[src/shared/acc_core_pkg.sv]
// Purpose: shared types and constants for the accumulator core timing block
// Assumes: 8-bit opcodes, byte-wide program and data stores
// Notes: decode record travels from decoder to sequencer as one struct
package acc_core_pkg;
    localparam logic [7:0] OP_NOP = 8'h00;
    localparam logic [7:0] OP_RESERVED = 8'ha5;
    localparam logic [7:0] OP_MUL = 8'ha4;
    localparam logic [7:0] OP_DIV = 8'h84;
    localparam logic [7:0] DIR_SFR_BASE = 8'h80;
    localparam logic [3:0] MUL_CYCLES = 4'h4;
    localparam logic [3:0] DIV_CYCLES = 4'h8;
    localparam logic [3:0] MOVX_CYCLES = 4'h3;
    localparam logic [15:0] PC_RESET = 16'h0000;
    localparam int AUX_ADDR_W = 10;
    localparam int NUM_BKPT = 4;

    typedef enum logic [3:0] {
        CLS_OTHER, CLS_NOP, CLS_ARITH, CLS_LOGIC, CLS_ACC, CLS_MULDIV,
        CLS_MOV, CLS_MOVX, CLS_MOVC, CLS_BRANCH
    } op_class_e;
    typedef enum logic [2:0] {AM_NONE, AM_REG, AM_DIR, AM_IND, AM_IMM} addr_mode_e;
    typedef enum logic [1:0] {ST_FETCH = 2'b00, ST_EXEC = 2'b01, ST_HALT = 2'b10} seq_state_e;
    typedef enum logic [2:0] {
        CMD_NONE, CMD_HALT, CMD_RUN, CMD_STEP, CMD_SET_BKPT, CMD_CLR_BKPT, CMD_MEM_WR, CMD_MEM_RD
    } dev_cmd_e;

    typedef struct packed {
        logic supported;
        logic cond;
        op_class_e cls;
        addr_mode_e mode;
        logic [1:0] bytes;
        logic [3:0] cycles;
    } decode_s;

    typedef struct packed {
        dev_cmd_e cmd;
        logic flash;
        logic [15:0] addr;
        logic [7:0] data;
    } dev_cmd_s;

    typedef struct packed {
        logic aux_we;
        logic flash_we;
        logic rd;
        logic flash;
        logic [15:0] addr;
        logic [7:0] data;
    } mem_req_s;
endpackage : acc_core_pkg

[src/hdl/opcode_decoder.sv]
// Purpose: map an opcode to class, operand mode, byte count and cycle count
// Assumes: opcode byte valid while it is decoded
// Notes: cycles hold the not-taken cost; a taken branch costs one more
`timescale 1ns/100ps
module opcode_decoder (
    // opcode in
    input wire logic [7:0] op_i,
    // decoded record
    output acc_core_pkg::decode_s dec_o
);
    import acc_core_pkg::*;

    logic [3:0] hi;
    logic [3:0] lo;
    addr_mode_e mode;
    logic [1:0] src_bytes;
    logic [3:0] src_cycles;
    logic logic_hi;
    logic arith_hi;
    logic src_grp;
    logic incdec_grp;
    logic acc1;
    logic br2;
    logic br3;
    logic movx;

    // nibble split and operand mode
    assign hi = op_i[7:4];
    assign lo = op_i[3:0];
    assign mode = op_i[3] ? AM_REG : (lo[3:1] == 3'h3) ? AM_IND :
                  (lo == 4'h5) ? AM_DIR : (lo == 4'h4) ? AM_IMM : AM_NONE;
    // shared operand cost: reg 1/1, direct 2/2, indirect 1/2, immediate 2/2
    assign src_bytes = (mode == AM_DIR || mode == AM_IMM) ? 2'h2 : 2'h1;
    assign src_cycles = (mode == AM_REG) ? 4'h1 : 4'h2;
    // opcode groups
    assign logic_hi = (hi == 4'h4) || (hi == 4'h5) || (hi == 4'h6);
    assign arith_hi = (hi == 4'h2) || (hi == 4'h3) || (hi == 4'h9);
    assign src_grp = (lo >= 4'h4) && (logic_hi || arith_hi || (hi == 4'he && lo != 4'h4));
    assign incdec_grp = (hi <= 4'h1) && (lo >= 4'h4);
    assign acc1 = (lo == 4'h3 && hi <= 4'h3) || (op_i == 8'hc4) || (op_i == 8'hd4) ||
                  (op_i == 8'he4) || (op_i == 8'hf4) || (op_i == 8'ha3);
    assign br2 = (lo == 4'h0 && hi >= 4'h4 && hi <= 4'h7) || (hi == 4'hd && op_i[3]);
    assign br3 = (lo == 4'h0 && hi >= 4'h1 && hi <= 4'h3) || (hi == 4'hb && lo >= 4'h4) ||
                 (op_i == 8'hd5);
    assign movx = (hi >= 4'he) && (lo == 4'h0 || lo == 4'h2 || lo == 4'h3);

    // priority decode of cost and class
    always_comb begin
        dec_o = '0;
        dec_o.cls = CLS_OTHER;
        dec_o.mode = mode;
        dec_o.bytes = 2'h1;
        dec_o.cycles = 4'h1;
        dec_o.supported = 1'b1;
        if (op_i == OP_NOP || op_i == OP_RESERVED) begin
            dec_o.cls = CLS_NOP;
            dec_o.mode = AM_NONE;
        end else if (acc1) begin
            dec_o.cls = CLS_ACC;
            dec_o.mode = AM_NONE;
        end else if (op_i == OP_MUL || op_i == OP_DIV) begin
            dec_o.cls = CLS_MULDIV;
            dec_o.mode = AM_NONE;
            dec_o.cycles = (op_i == OP_MUL) ? MUL_CYCLES : DIV_CYCLES;
        end else if (incdec_grp && lo == 4'h4) begin
            dec_o.cls = CLS_ARITH;
            dec_o.mode = AM_NONE;
        end else if (src_grp || incdec_grp) begin
            dec_o.cls = logic_hi ? CLS_LOGIC : (hi == 4'he) ? CLS_MOV : CLS_ARITH;
            dec_o.bytes = src_bytes;
            dec_o.cycles = src_cycles;
        end else if (logic_hi && (lo == 4'h2 || lo == 4'h3)) begin
            dec_o.cls = CLS_LOGIC;
            dec_o.mode = AM_DIR;
            dec_o.bytes = lo[0] ? 2'h3 : 2'h2;
            dec_o.cycles = lo[0] ? 4'h3 : 4'h2;
        end else if ((hi == 4'h7 || hi == 4'h8 || hi == 4'ha) && lo >= 4'h4) begin
            dec_o.cls = CLS_MOV;
            dec_o.bytes = (lo == 4'h5 && hi != 4'ha) ? 2'h3 : 2'h2;
            dec_o.cycles = (lo == 4'h5 && hi != 4'ha) ? 4'h3 : 4'h2;
        end else if (hi == 4'hf && lo >= 4'h5) begin
            dec_o.cls = CLS_MOV;
            dec_o.bytes = src_bytes;
            dec_o.cycles = src_cycles;
        end else if (movx) begin
            dec_o.cls = CLS_MOVX;
            dec_o.cycles = MOVX_CYCLES;
        end else if (op_i == 8'h83 || op_i == 8'h93) begin
            dec_o.cls = CLS_MOVC;
            dec_o.cycles = MOVX_CYCLES;
        end else if (br2 || br3) begin
            dec_o.cls = CLS_BRANCH;
            dec_o.cond = 1'b1;
            dec_o.bytes = br3 ? 2'h3 : 2'h2;
            dec_o.cycles = (op_i[7:1] == 7'h5b) ? 4'h4 : br3 ? 4'h3 : 4'h2;
        end else begin
            dec_o.supported = 1'b0;
            dec_o.mode = AM_NONE;
        end
    end
endmodule : opcode_decoder

[src/hdl/xdata_router.sv]
// Purpose: steer data-space accesses to on-chip aux RAM or program flash
// Assumes: strobes are one-cycle pulses; at most one source active at once
// Notes: core access has priority; debug access only arrives while halted
`timescale 1ns/100ps
module xdata_router (
    // clock and reset
    input wire logic clock_i,
    input wire logic rst_i,
    // core side
    input wire logic cpu_wr_i,
    input wire logic cpu_rd_i,
    input wire logic cpu_code_i,
    input wire logic code_store_en_i,
    input wire logic [15:0] cpu_addr_i,
    input wire logic [7:0] cpu_data_i,
    // debug side
    input wire logic dbg_wr_i,
    input wire logic dbg_rd_i,
    input wire logic dbg_flash_i,
    input wire logic [15:0] dbg_addr_i,
    input wire logic [7:0] dbg_data_i,
    // direct operand space
    input wire logic [7:0] dir_addr_i,
    output logic dir_sfr_o,
    output logic dir_ram_o,
    // storage request
    output acc_core_pkg::mem_req_s mem_req_o
);
    import acc_core_pkg::*;

    mem_req_s req_nxt;
    logic cpu_any;
    logic aux_sel;

    // direct address: upper half is special function space
    assign dir_sfr_o = (dir_addr_i >= DIR_SFR_BASE);
    assign dir_ram_o = !dir_sfr_o;
    // source and target select, everything stays on chip
    assign cpu_any = cpu_wr_i || cpu_rd_i || cpu_code_i;
    assign aux_sel = cpu_any ? !(cpu_code_i || (cpu_wr_i && code_store_en_i)) : !dbg_flash_i;
    assign req_nxt.flash = !aux_sel;
    assign req_nxt.aux_we = aux_sel && (cpu_any ? cpu_wr_i : dbg_wr_i);
    assign req_nxt.flash_we = !aux_sel && (cpu_any ? cpu_wr_i : dbg_wr_i);
    assign req_nxt.rd = cpu_any ? (cpu_rd_i || cpu_code_i) : dbg_rd_i;
    assign req_nxt.addr = !aux_sel ? (cpu_any ? cpu_addr_i : dbg_addr_i) :
        {{(16 - AUX_ADDR_W){1'b0}}, cpu_any ? cpu_addr_i[AUX_ADDR_W-1:0]
                                            : dbg_addr_i[AUX_ADDR_W-1:0]};
    assign req_nxt.data = cpu_any ? cpu_data_i : dbg_data_i;

    // request register, one cycle per access
    always_ff @(posedge clock_i) begin
        if (rst_i) begin
            mem_req_o <= '0;
        end else begin
            mem_req_o <= req_nxt;
        end
    end

    chk_flash_write: assert property (@(posedge clock_i) disable iff (rst_i)
        cpu_wr_i && code_store_en_i |=> mem_req_o.flash_we && !mem_req_o.aux_we)
        else $error("core write with store enable did not reach flash");
    chk_dir_space: assert property (@(posedge clock_i) disable iff (rst_i)
        dir_addr_i[7] == dir_sfr_o && dir_sfr_o != dir_ram_o)
        else $error("direct address space select wrong");
    cov_flash_write: cover property (@(posedge clock_i) disable iff (rst_i)
        mem_req_o.flash_we);
endmodule : xdata_router

[src/hdl/acc_core_timing.sv]
// Purpose: instruction fetch and cycle sequencer with debug control
// Assumes: code_data_i holds the byte at code_addr_o in the same cycle;
//   branch_taken_i is valid in the last not-taken cycle of a branch
// Notes: datapath and link framing sit outside; commands arrive decoded
// Contract
// - decode opcodes, modes and flag effects as the standard accumulator set; the decoder here gives no flag effects
// - every instruction is timed in whole clock cycles, no machine cycles
// - a typical instruction takes one cycle per program byte fetched
// - a conditional branch not taken finishes one cycle before a taken one
// - arithmetic and inc/dec: reg 1/1, direct 2/2, indirect 1/2, immediate 2/2
// - logic to A as arithmetic; to direct 2/2; immediate to direct 3/3
// - accumulator ops 1/1; multiply 4 cycles, divide 8 cycles, one byte
// - moves into A or Rn: reg 1/1, direct or immediate 2/2, indirect 1/2
// - direct or immediate to direct 3/3; reg or indirect to direct 2/2
// - A to indirect 1/2; direct or immediate to indirect 2/2
// - data-space writes reach on-chip aux RAM or program flash
// - no off-chip bus; all data-space accesses stay on chip
// - software reads and writes program flash one byte per access
// - a host programs flash and drives debug over the two-wire link
// - breakpoints, run, halt, single step, stack view, register and memory access; the link gives memory access only, no stack or register view
// - debug uses no user resources and never slows running code
// - the reserved opcode acts exactly like no-operation
// - direct addresses below the upper half are RAM, above are special registers
`timescale 1ns/100ps
module acc_core_timing #(
    parameter int NUM_BKPT_P = acc_core_pkg::NUM_BKPT
) (
    // clock and reset
    input wire logic clock_i,
    input wire logic rst_i,
    // program memory
    output logic [15:0] code_addr_o,
    output logic code_fetch_o,
    input wire logic [7:0] code_data_i,
    // datapath handshake
    input wire logic branch_taken_i,
    input wire logic pc_load_i,
    input wire logic [15:0] pc_target_i,
    input wire logic [15:0] movx_addr_i,
    input wire logic [7:0] movx_wdata_i,
    input wire logic code_store_en_i,
    input wire logic [7:0] dir_addr_i,
    // instruction status
    output logic retire_o,
    output acc_core_pkg::decode_s retire_dec_o,
    output logic [7:0] opcode_o,
    output logic [15:0] operand_o,
    output logic unsupported_o,
    // storage side
    output acc_core_pkg::mem_req_s mem_req_o,
    output logic dir_sfr_o,
    output logic dir_ram_o,
    // development link commands
    input wire logic dev_cmd_valid_i,
    input wire acc_core_pkg::dev_cmd_s dev_cmd_i,
    output logic halted_o,
    output logic [15:0] dbg_pc_o
);
    import acc_core_pkg::*;

    localparam int IDX_W = $clog2(NUM_BKPT_P);

    // parameter range check
    if (NUM_BKPT_P < 2 || NUM_BKPT_P > 8) begin : g_bad_bkpt
        $error("NUM_BKPT_P must be 2 to 8");
    end

    seq_state_e state_r;
    seq_state_e state_nxt;
    decode_s dec_w;
    decode_s dec_r;
    logic [3:0] cnt_r;
    logic ext_r;
    logic step_r;
    logic resume_r;
    logic halt_pend_r;
    logic [15:0] pc_r;
    logic [7:0] opcode_r;
    logic [15:0] operand_r;
    logic [15:0] bkpt_addr_r [NUM_BKPT_P];
    logic [NUM_BKPT_P-1:0] bkpt_en_r;
    logic [NUM_BKPT_P-1:0] bkpt_match;
    logic [IDX_W-1:0] cmd_idx;
    logic cmd_halt;
    logic cmd_run;
    logic cmd_step;
    logic cmd_set;
    logic cmd_clr;
    logic stop_w;
    logic in_fetch;
    logic in_exec;
    logic go;
    logic single;
    logic last_nt;
    logic extend;
    logic retire_w;
    logic opnd_fetch;
    logic movx_wr;
    logic movx_rd;
    logic movc_rd;

    // opcode decode of the byte on the code bus
    opcode_decoder u_decoder (
        .op_i(code_data_i),
        .dec_o(dec_w)
    );

    // command decode from the link
    assign cmd_halt = dev_cmd_valid_i && dev_cmd_i.cmd == CMD_HALT;
    assign cmd_run = dev_cmd_valid_i && dev_cmd_i.cmd == CMD_RUN && state_r == ST_HALT;
    assign cmd_step = dev_cmd_valid_i && dev_cmd_i.cmd == CMD_STEP && state_r == ST_HALT;
    assign cmd_set = dev_cmd_valid_i && dev_cmd_i.cmd == CMD_SET_BKPT;
    assign cmd_clr = dev_cmd_valid_i && dev_cmd_i.cmd == CMD_CLR_BKPT;
    assign cmd_idx = dev_cmd_i.data[IDX_W-1:0];

    // breakpoint slots, own storage only
    for (genvar i = 0; i < NUM_BKPT_P; i++) begin : g_bkpt
        always_ff @(posedge clock_i) begin
            if (rst_i) begin
                bkpt_en_r[i] <= 1'b0;
                bkpt_addr_r[i] <= PC_RESET;
            end else if ((cmd_set || cmd_clr) && cmd_idx == IDX_W'(i)) begin
                bkpt_en_r[i] <= cmd_set;
                bkpt_addr_r[i] <= dev_cmd_i.addr;
            end
        end
        assign bkpt_match[i] = bkpt_en_r[i] && bkpt_addr_r[i] == pc_r;
    end

    // sequencing terms, counted in plain clocks
    assign in_fetch = state_r == ST_FETCH;
    assign in_exec = state_r == ST_EXEC;
    assign stop_w = halt_pend_r || cmd_halt || (|bkpt_match && !resume_r);
    assign go = in_fetch && !stop_w;
    assign single = go && dec_w.cycles == 4'h1;
    assign last_nt = in_exec && !ext_r && cnt_r == dec_r.cycles - 4'h1;
    assign extend = last_nt && dec_r.cond && branch_taken_i;
    assign retire_w = single || (last_nt && !extend) || (in_exec && ext_r);
    assign opnd_fetch = in_exec && cnt_r < {2'h0, dec_r.bytes};
    assign code_fetch_o = go || opnd_fetch;
    assign code_addr_o = pc_r;

    // data-space strobes at the last cycle of a move
    assign movx_wr = in_exec && retire_w && dec_r.cls == CLS_MOVX && opcode_r[4];
    assign movx_rd = in_exec && retire_w && dec_r.cls == CLS_MOVX && !opcode_r[4];
    assign movc_rd = in_exec && retire_w && dec_r.cls == CLS_MOVC;

    // next state
    always_comb begin
        state_nxt = state_r;
        case (state_r)
            ST_FETCH: begin
                if (stop_w) begin
                    state_nxt = ST_HALT;
                end else if (single) begin
                    state_nxt = step_r ? ST_HALT : ST_FETCH;
                end else begin
                    state_nxt = ST_EXEC;
                end
            end
            ST_EXEC: begin
                if (retire_w) begin
                    state_nxt = step_r ? ST_HALT : ST_FETCH;
                end
            end
            ST_HALT: begin
                if (cmd_run || cmd_step) begin
                    state_nxt = ST_FETCH;
                end
            end
            default: state_nxt = ST_FETCH;
        endcase
    end

    // state and debug flags
    always_ff @(posedge clock_i) begin
        if (rst_i) begin
            state_r <= ST_FETCH;
            step_r <= 1'b0;
            resume_r <= 1'b0;
            halt_pend_r <= 1'b0;
        end else begin
            state_r <= state_nxt;
            step_r <= cmd_step || (step_r && !retire_w && state_r != ST_HALT);
            resume_r <= cmd_run || cmd_step || (resume_r && !go);
            halt_pend_r <= cmd_halt || (halt_pend_r && state_r != ST_HALT);
        end
    end

    // cycle counter and taken-branch extension
    always_ff @(posedge clock_i) begin
        if (rst_i) begin
            cnt_r <= 4'h0;
            ext_r <= 1'b0;
            dec_r <= '0;
            opcode_r <= OP_NOP;
        end else begin
            cnt_r <= go ? 4'h1 : in_exec ? cnt_r + 4'h1 : 4'h0;
            ext_r <= extend;
            if (go) begin
                dec_r <= dec_w;
                opcode_r <= code_data_i;
            end
        end
    end

    // program counter and operand bytes
    always_ff @(posedge clock_i) begin
        if (rst_i) begin
            pc_r <= PC_RESET;
            operand_r <= 16'h0000;
        end else begin
            if (pc_load_i) begin
                pc_r <= pc_target_i;
            end else if (code_fetch_o) begin
                pc_r <= pc_r + 16'h0001;
            end
            if (go) begin
                operand_r <= 16'h0000;
            end else if (opnd_fetch) begin
                operand_r <= {operand_r[7:0], code_data_i};
            end
        end
    end

    // retire report
    always_ff @(posedge clock_i) begin
        if (rst_i) begin
            retire_o <= 1'b0;
            retire_dec_o <= '0;
            opcode_o <= OP_NOP;
            operand_o <= 16'h0000;
            unsupported_o <= 1'b0;
        end else begin
            retire_o <= retire_w;
            if (retire_w) begin
                retire_dec_o <= single ? dec_w : dec_r;
                opcode_o <= single ? code_data_i : opcode_r;
                operand_o <= single ? 16'h0000 : operand_r;
                unsupported_o <= single ? !dec_w.supported : !dec_r.supported;
            end
        end
    end

    // debug view of core state
    always_ff @(posedge clock_i) begin
        if (rst_i) begin
            halted_o <= 1'b0;
            dbg_pc_o <= PC_RESET;
        end else begin
            halted_o <= state_nxt == ST_HALT;
            dbg_pc_o <= pc_r;
        end
    end

    // data-space router; debug memory access only while halted
    xdata_router u_router (
        .clock_i(clock_i),
        .rst_i(rst_i),
        .cpu_wr_i(movx_wr),
        .cpu_rd_i(movx_rd),
        .cpu_code_i(movc_rd),
        .code_store_en_i(code_store_en_i),
        .cpu_addr_i(movx_addr_i),
        .cpu_data_i(movx_wdata_i),
        .dbg_wr_i(dev_cmd_valid_i && dev_cmd_i.cmd == CMD_MEM_WR && state_r == ST_HALT),
        .dbg_rd_i(dev_cmd_valid_i && dev_cmd_i.cmd == CMD_MEM_RD && state_r == ST_HALT),
        .dbg_flash_i(dev_cmd_i.flash),
        .dbg_addr_i(dev_cmd_i.addr),
        .dbg_data_i(dev_cmd_i.data),
        .dir_addr_i(dir_addr_i),
        .dir_sfr_o(dir_sfr_o),
        .dir_ram_o(dir_ram_o),
        .mem_req_o(mem_req_o)
    );

    // helper: cycles and bytes since instruction start
    logic [3:0] span_r;
    logic [1:0] nfetch_r;
    always_ff @(posedge clock_i) begin
        if (rst_i) begin
            span_r <= 4'h0;
            nfetch_r <= 2'h0;
        end else begin
            span_r <= go ? 4'h1 : span_r + 4'h1;
            nfetch_r <= go ? 2'h1 : opnd_fetch ? nfetch_r + 2'h1 : nfetch_r;
        end
    end

    chk_reserved_nop: assert property (@(posedge clock_i) disable iff (rst_i)
        code_data_i == OP_RESERVED |-> dec_w.cls == CLS_NOP && dec_w.cycles == 4'h1)
        else $error("reserved opcode not decoded as no-operation");
    chk_retire_span: assert property (@(posedge clock_i) disable iff (rst_i)
        in_exec && retire_w |-> span_r + 4'h1 == dec_r.cycles + {3'h0, ext_r})
        else $error("retire interval differs from cycle table");
    chk_taken_extra: assert property (@(posedge clock_i) disable iff (rst_i)
        extend |=> retire_w && ext_r ##1 !in_exec || state_r != ST_EXEC)
        else $error("taken branch did not retire one cycle later");
    chk_bytes_fetched: assert property (@(posedge clock_i) disable iff (rst_i)
        in_exec && retire_w |-> nfetch_r + {1'h0, opnd_fetch} == dec_r.bytes)
        else $error("fetched byte count differs from instruction length");
    chk_mul_cycles: assert property (@(posedge clock_i) disable iff (rst_i)
        go && code_data_i == OP_MUL |-> !retire_w ##1 !retire_w [*2] ##1 retire_w)
        else $error("multiply not four cycles");
    chk_div_cycles: assert property (@(posedge clock_i) disable iff (rst_i)
        go && code_data_i == OP_DIV |-> ##7 retire_w)
        else $error("divide not eight cycles");
    chk_halt_quiet: assert property (@(posedge clock_i) disable iff (rst_i)
        state_r == ST_HALT |-> !code_fetch_o && !retire_w)
        else $error("fetch or retire while halted");
    chk_step_one: assert property (@(posedge clock_i) disable iff (rst_i)
        cmd_step |=> in_fetch ##[1:9] state_r == ST_HALT)
        else $error("single step did not halt again");
    chk_arith_ind: assert property (@(posedge clock_i) disable iff (rst_i)
        dec_w.cls == CLS_ARITH && dec_w.mode == AM_IND |-> dec_w.cycles == 4'h2 &&
        dec_w.bytes == 2'h1)
        else $error("indirect arithmetic cost wrong");
    cov_taken_branch: cover property (@(posedge clock_i) disable iff (rst_i) extend);
    cov_bkpt_halt: cover property (@(posedge clock_i) disable iff (rst_i)
        in_fetch && |bkpt_match && !resume_r);
    cov_step: cover property (@(posedge clock_i) disable iff (rst_i) cmd_step);
endmodule : acc_core_timing

[config.mk]
export PLATFORM = sky130hd
export DESIGN_NAME = acc_core_timing
export DESIGN_NICKNAME = d
export VERILOG_FILES = /design/src/shared/acc_core_pkg.sv /design/src/hdl/opcode_decoder.sv /design/src/hdl/xdata_router.sv /design/src/hdl/acc_core_timing.sv
export SDC_FILE = /design/constraint.sdc
export NUM_CORES = 1
export LEC_CHECK = 0
export CAP_MARGIN = 40
export CORE_AREA = 2 2 198 200
export DETAILED_ROUTE_END_ITERATION = 8
export DIE_AREA = 0 0 200 202
export DONT_BUFFER_PORTS = 1
export PLACE_DENSITY = 0.46
export SLEW_MARGIN = 30
export SYNTH_ARGS = -nofsm -noshare
export SYNTH_HDL_FRONTEND = slang
export SYNTH_HIERARCHICAL = 1
export SYNTH_SLANG_ARGS = --single-unit
export TNS_END_PERCENT = 10
[constraint.sdc]
create_clock -name clock_i -period 6.19 [get_ports clock_i]
set_clock_uncertainty 0.05 [all_clocks]
set_input_delay 0.619 -clock clock_i [delete_from_list [all_inputs] [get_ports clock_i]]
set_output_delay 0.619 -clock clock_i [all_outputs]
set_load 0.05 [all_outputs]
==> reports/metrics.csv <==
stage;metric;value;unit
global_route;number of global-route vias before repair;7925;
clocking;CTS Buf Count;27;
cells_and_area;most frequent cells in the layout;dfxtp_1, nand2_1, and2_1;
clocking;Root Driver;clkbuf_16;
detailed_routing;via count;8184;
setup_path;worst setup path class;register to output port;
sta;Tcrit/Tclk final;0.635;
clocking;cts hold-fix bufs;0;
setup_path;Worst EP arrival;3260;ps
cells_and_area;FILL cells;3999;
power;Max VDD drop;180;uV
detailed_routing;WL/cell;20.8;um
clocking;CTS sink cnt;219;
setup_path;Crit path required time;5520;ps
floorplanning;die area;0.0404;sq mm
synth;Synth cell types;76;
cells_and_area;# diodes;0;
detailed_routing;DR vias/cell;5.12;
global_route;initial antenna violation count;1;
clocking;post_cts resized;0;
power;leakage dissipation;0.00426;uW
cells_and_area;area grow syn2layout;13.0;%
global_route;first-pass GRT wire length;50200;um
detailed_routing;initial DRC count;656;
floorplanning;core area;0.0383;sq mm
floorplanning;# IOs;195;
synth;Mapped Area;0.0105;sq mm
sta;number of setup violations in the final report;0;
worst_hold_path;Min-Delay Path Class;primary input to register;
floorplanning;Die X-Extent;200;um
clocking;Max Root-Sink Buffers;3;
synth;Post-synth top flop;dfxtp_1;
placement;PortBufs;0;
detailed_routing;post-route ant nets;0;
cells_and_area;leading cell type in the layout, fill and taps excluded;dfxtp_1;
sta;fin. max-slew vios;0;
setup_path;Setup crit start kind;register;
sta;setup ws final;2260;ps
sta;worst slew pin tran;810;ps
sta;final hold violation count;0;
sta;Max Freq;254;MHz
synth;Post-Syn Nets;1185;
clocking;CTS clk-pin slew, worst paths;60;ps
global_route;GR Overflow Total;0;
synth;post-synthesis cell count;1091;
worst_hold_path;hold_sp;dev_cmd_i[25];
sta;hold_ws;90.0;ps
setup_path;CP Launch Point;code_addr_o[10];
floorplanning;die height;202;um
synth;register bit count reported by yosys;219;
setup_path;Worst Setup End Kind;output port;
sta;clock period minus final worst setup slack;3930;ps
sta;Total Neg Setup Slack;0;ps
synth;Post-synth EDFFs;64;
cells_and_area;nets@finish;1152;
power;power per cell area;321;mW/mm^2
setup_path;start of the worst register-to-register path;dec_r[0];
detailed_routing;1st-pass router iterations;5;
placement;Place WS;2230;ps
global_route;largest net degree at the start of global routing;146;
clocking;Post-CTS Setup Inserts;0;
detailed_routing;WL final;33300;um
cells_and_area;share of post-route cells with drive strength above 1;0.0908;
sta;unrepaired setup endpoints after global routing;no;
cells_and_area;final core utilization;0.311;
synth;Synth Warn #;6;
synth;Seq/Total Area, Yosys;0.477;
status;status;finished, final reports clean;
placement;GPL Wtd Cong;0.856;
synth;syn avg cell area;9.66;sq um
setup_path;Worst Path Max Fanout;20;
synth;ys async rst share;0;
floorplanning;Initial Util;0.275;
flow_run;Max-Cap Viols;0;
sta;Slew HR;0.459;
placement;HPWL Detailed;22100;um
clocking;CTS H-tree depth;1;
detailed_routing;drt drc;0;
floorplanning;number of core rows;72;
clocking;worst-skew pair later-pin latency;570;ps
global_route;gr usage total;0.163;
clocking;CTS tree;yes;
-- worst max-delay path, stage by stage, from the launching register on --
cell	delay [ps]
dfxtp_1	730
buf_4	340
xnor2_1	140
nand4_1	120
nor3_1	440
a2bb2oi_4	150
a211oi_4	350
buf_6	230
nor2_2	170
-- flip-flops by register name, indices dropped and copies added (netlist names), 8 cells and up --
| register | flops |
|---|---|
| opcode_r | 8 |
| code_addr_o | 16 |
| opcode_o | 8 |
| operand_r | 16 |
| retire_dec_o | 15 |
| bkpt_addr_r | 64 |
| u_router/mem_req_o | 28 |
| dbg_pc_o | 16 |
| dec_r | 15 |
| operand_o | 16 |
-- final timing paths --
| path | end | slack (ps) | cells after the start |
|---|---|---|---|
| max | code_fetch_o | 2260 | 8 |
| min | bkpt_en_r[0] | 90 | 1 |
| max reg2reg | u_router/mem_req_o[20] | 2420 | 10 |
| min reg2reg | bkpt_en_r[1] | 430 | 2 |
-- cell families (layout without fill, tap and decap cells) --
kind of cell    count (synthesis)  in the layout  share of synthesized area
flops                         219            219                      0.477
fa+ha+maj                       4              4                    0.00475
buf+inv                       112            100                     0.0559
mux                            54             54                     0.0513
compound gates                196            196                      0.127
xor+xnor                       72             72                     0.0598
simple gates                  434            434                      0.225
-- Yosys cell counts, types with 7 or more instances --
| cell type | count | area share |
|---|---|---|
| a211oi_1 | 21 | 0.015 |
| a21oi_1 | 64 | 0.030 |
| a311oi_1 | 10 | 0.0083 |
| and2_1 | 67 | 0.040 |
| and3_1 | 17 | 0.010 |
| buf_2 | 24 | 0.011 |
| buf_4 | 11 | 0.0078 |
| buf_6 | 13 | 0.014 |
| clkbuf_1 | 38 | 0.014 |
| dfxtp_1 | 155 | 0.29 |
| edfxtp_1 | 64 | 0.18 |
| inv_1 | 20 | 0.0071 |
| mux2i_1 | 54 | 0.051 |
| nand2_1 | 79 | 0.028 |
| nand2b_1 | 11 | 0.0065 |
| nand3_1 | 55 | 0.026 |
| nand4_1 | 8 | 0.0047 |
| nor2_1 | 37 | 0.013 |
| nor2b_1 | 22 | 0.013 |
| nor3_1 | 58 | 0.028 |
| nor4_1 | 35 | 0.021 |
| o21ai_0 | 36 | 0.017 |
| o31ai_1 | 10 | 0.0071 |
| or3_1 | 7 | 0.0042 |
| or4_1 | 12 | 0.0085 |
| xnor2_1 | 23 | 0.019 |
| xor2_1 | 49 | 0.041 |
-- report_power, final --
group          switching (uW)  leakage, uW  internal, uW
sequential                215      0.00188          1570
combinational             266      0.00194           164
clock                     657     0.000438           960
total                    1140      0.00426          2690
-- per-layer routing --
metal / global-route usage / up-vias / wire, um
met1: 0.226 / 3972 / 15400
met3: 0.0397 / 57 / 2320
met5: 0 / - / 13
li1: - / 3868 / -
met4: 0.0460 / 2 / 758
met2: 0.250 / 285 / 14800
-- layout make-up --
cell class | instances | area, sq um | share of cell area
clock buffer | 41 | 782 | 0.0656
clock inverter | 9 | 123 | 0.0103
inverter | 20 | 75.1 | 0.00630
multi-input combinational | 760 | 4950 | 0.416
sequential | 219 | 5030 | 0.422
tap | 518 | 648 | 0.0544
timing repair buffer | 30 | 309 | 0.0259
-- through the flow --
| stage | power, uW | instances | cell area (sq um) |
|---|---|---|---|
| 3_3_place_gp | 2220 | 1536 | 10800 |
| 2_1_floorplan | 2130 | 1091 | 10500 |
| 4_1_cts | 3860 | 1594 | 11900 |
| 3_5_place_dp | 2230 | 1544 | 11000 |
| 5_1_grt | 3990 | 1597 | 11900 |
| 6_report | 3830 | 1597 | 11900 |
(Power assumes the default switching activity.)
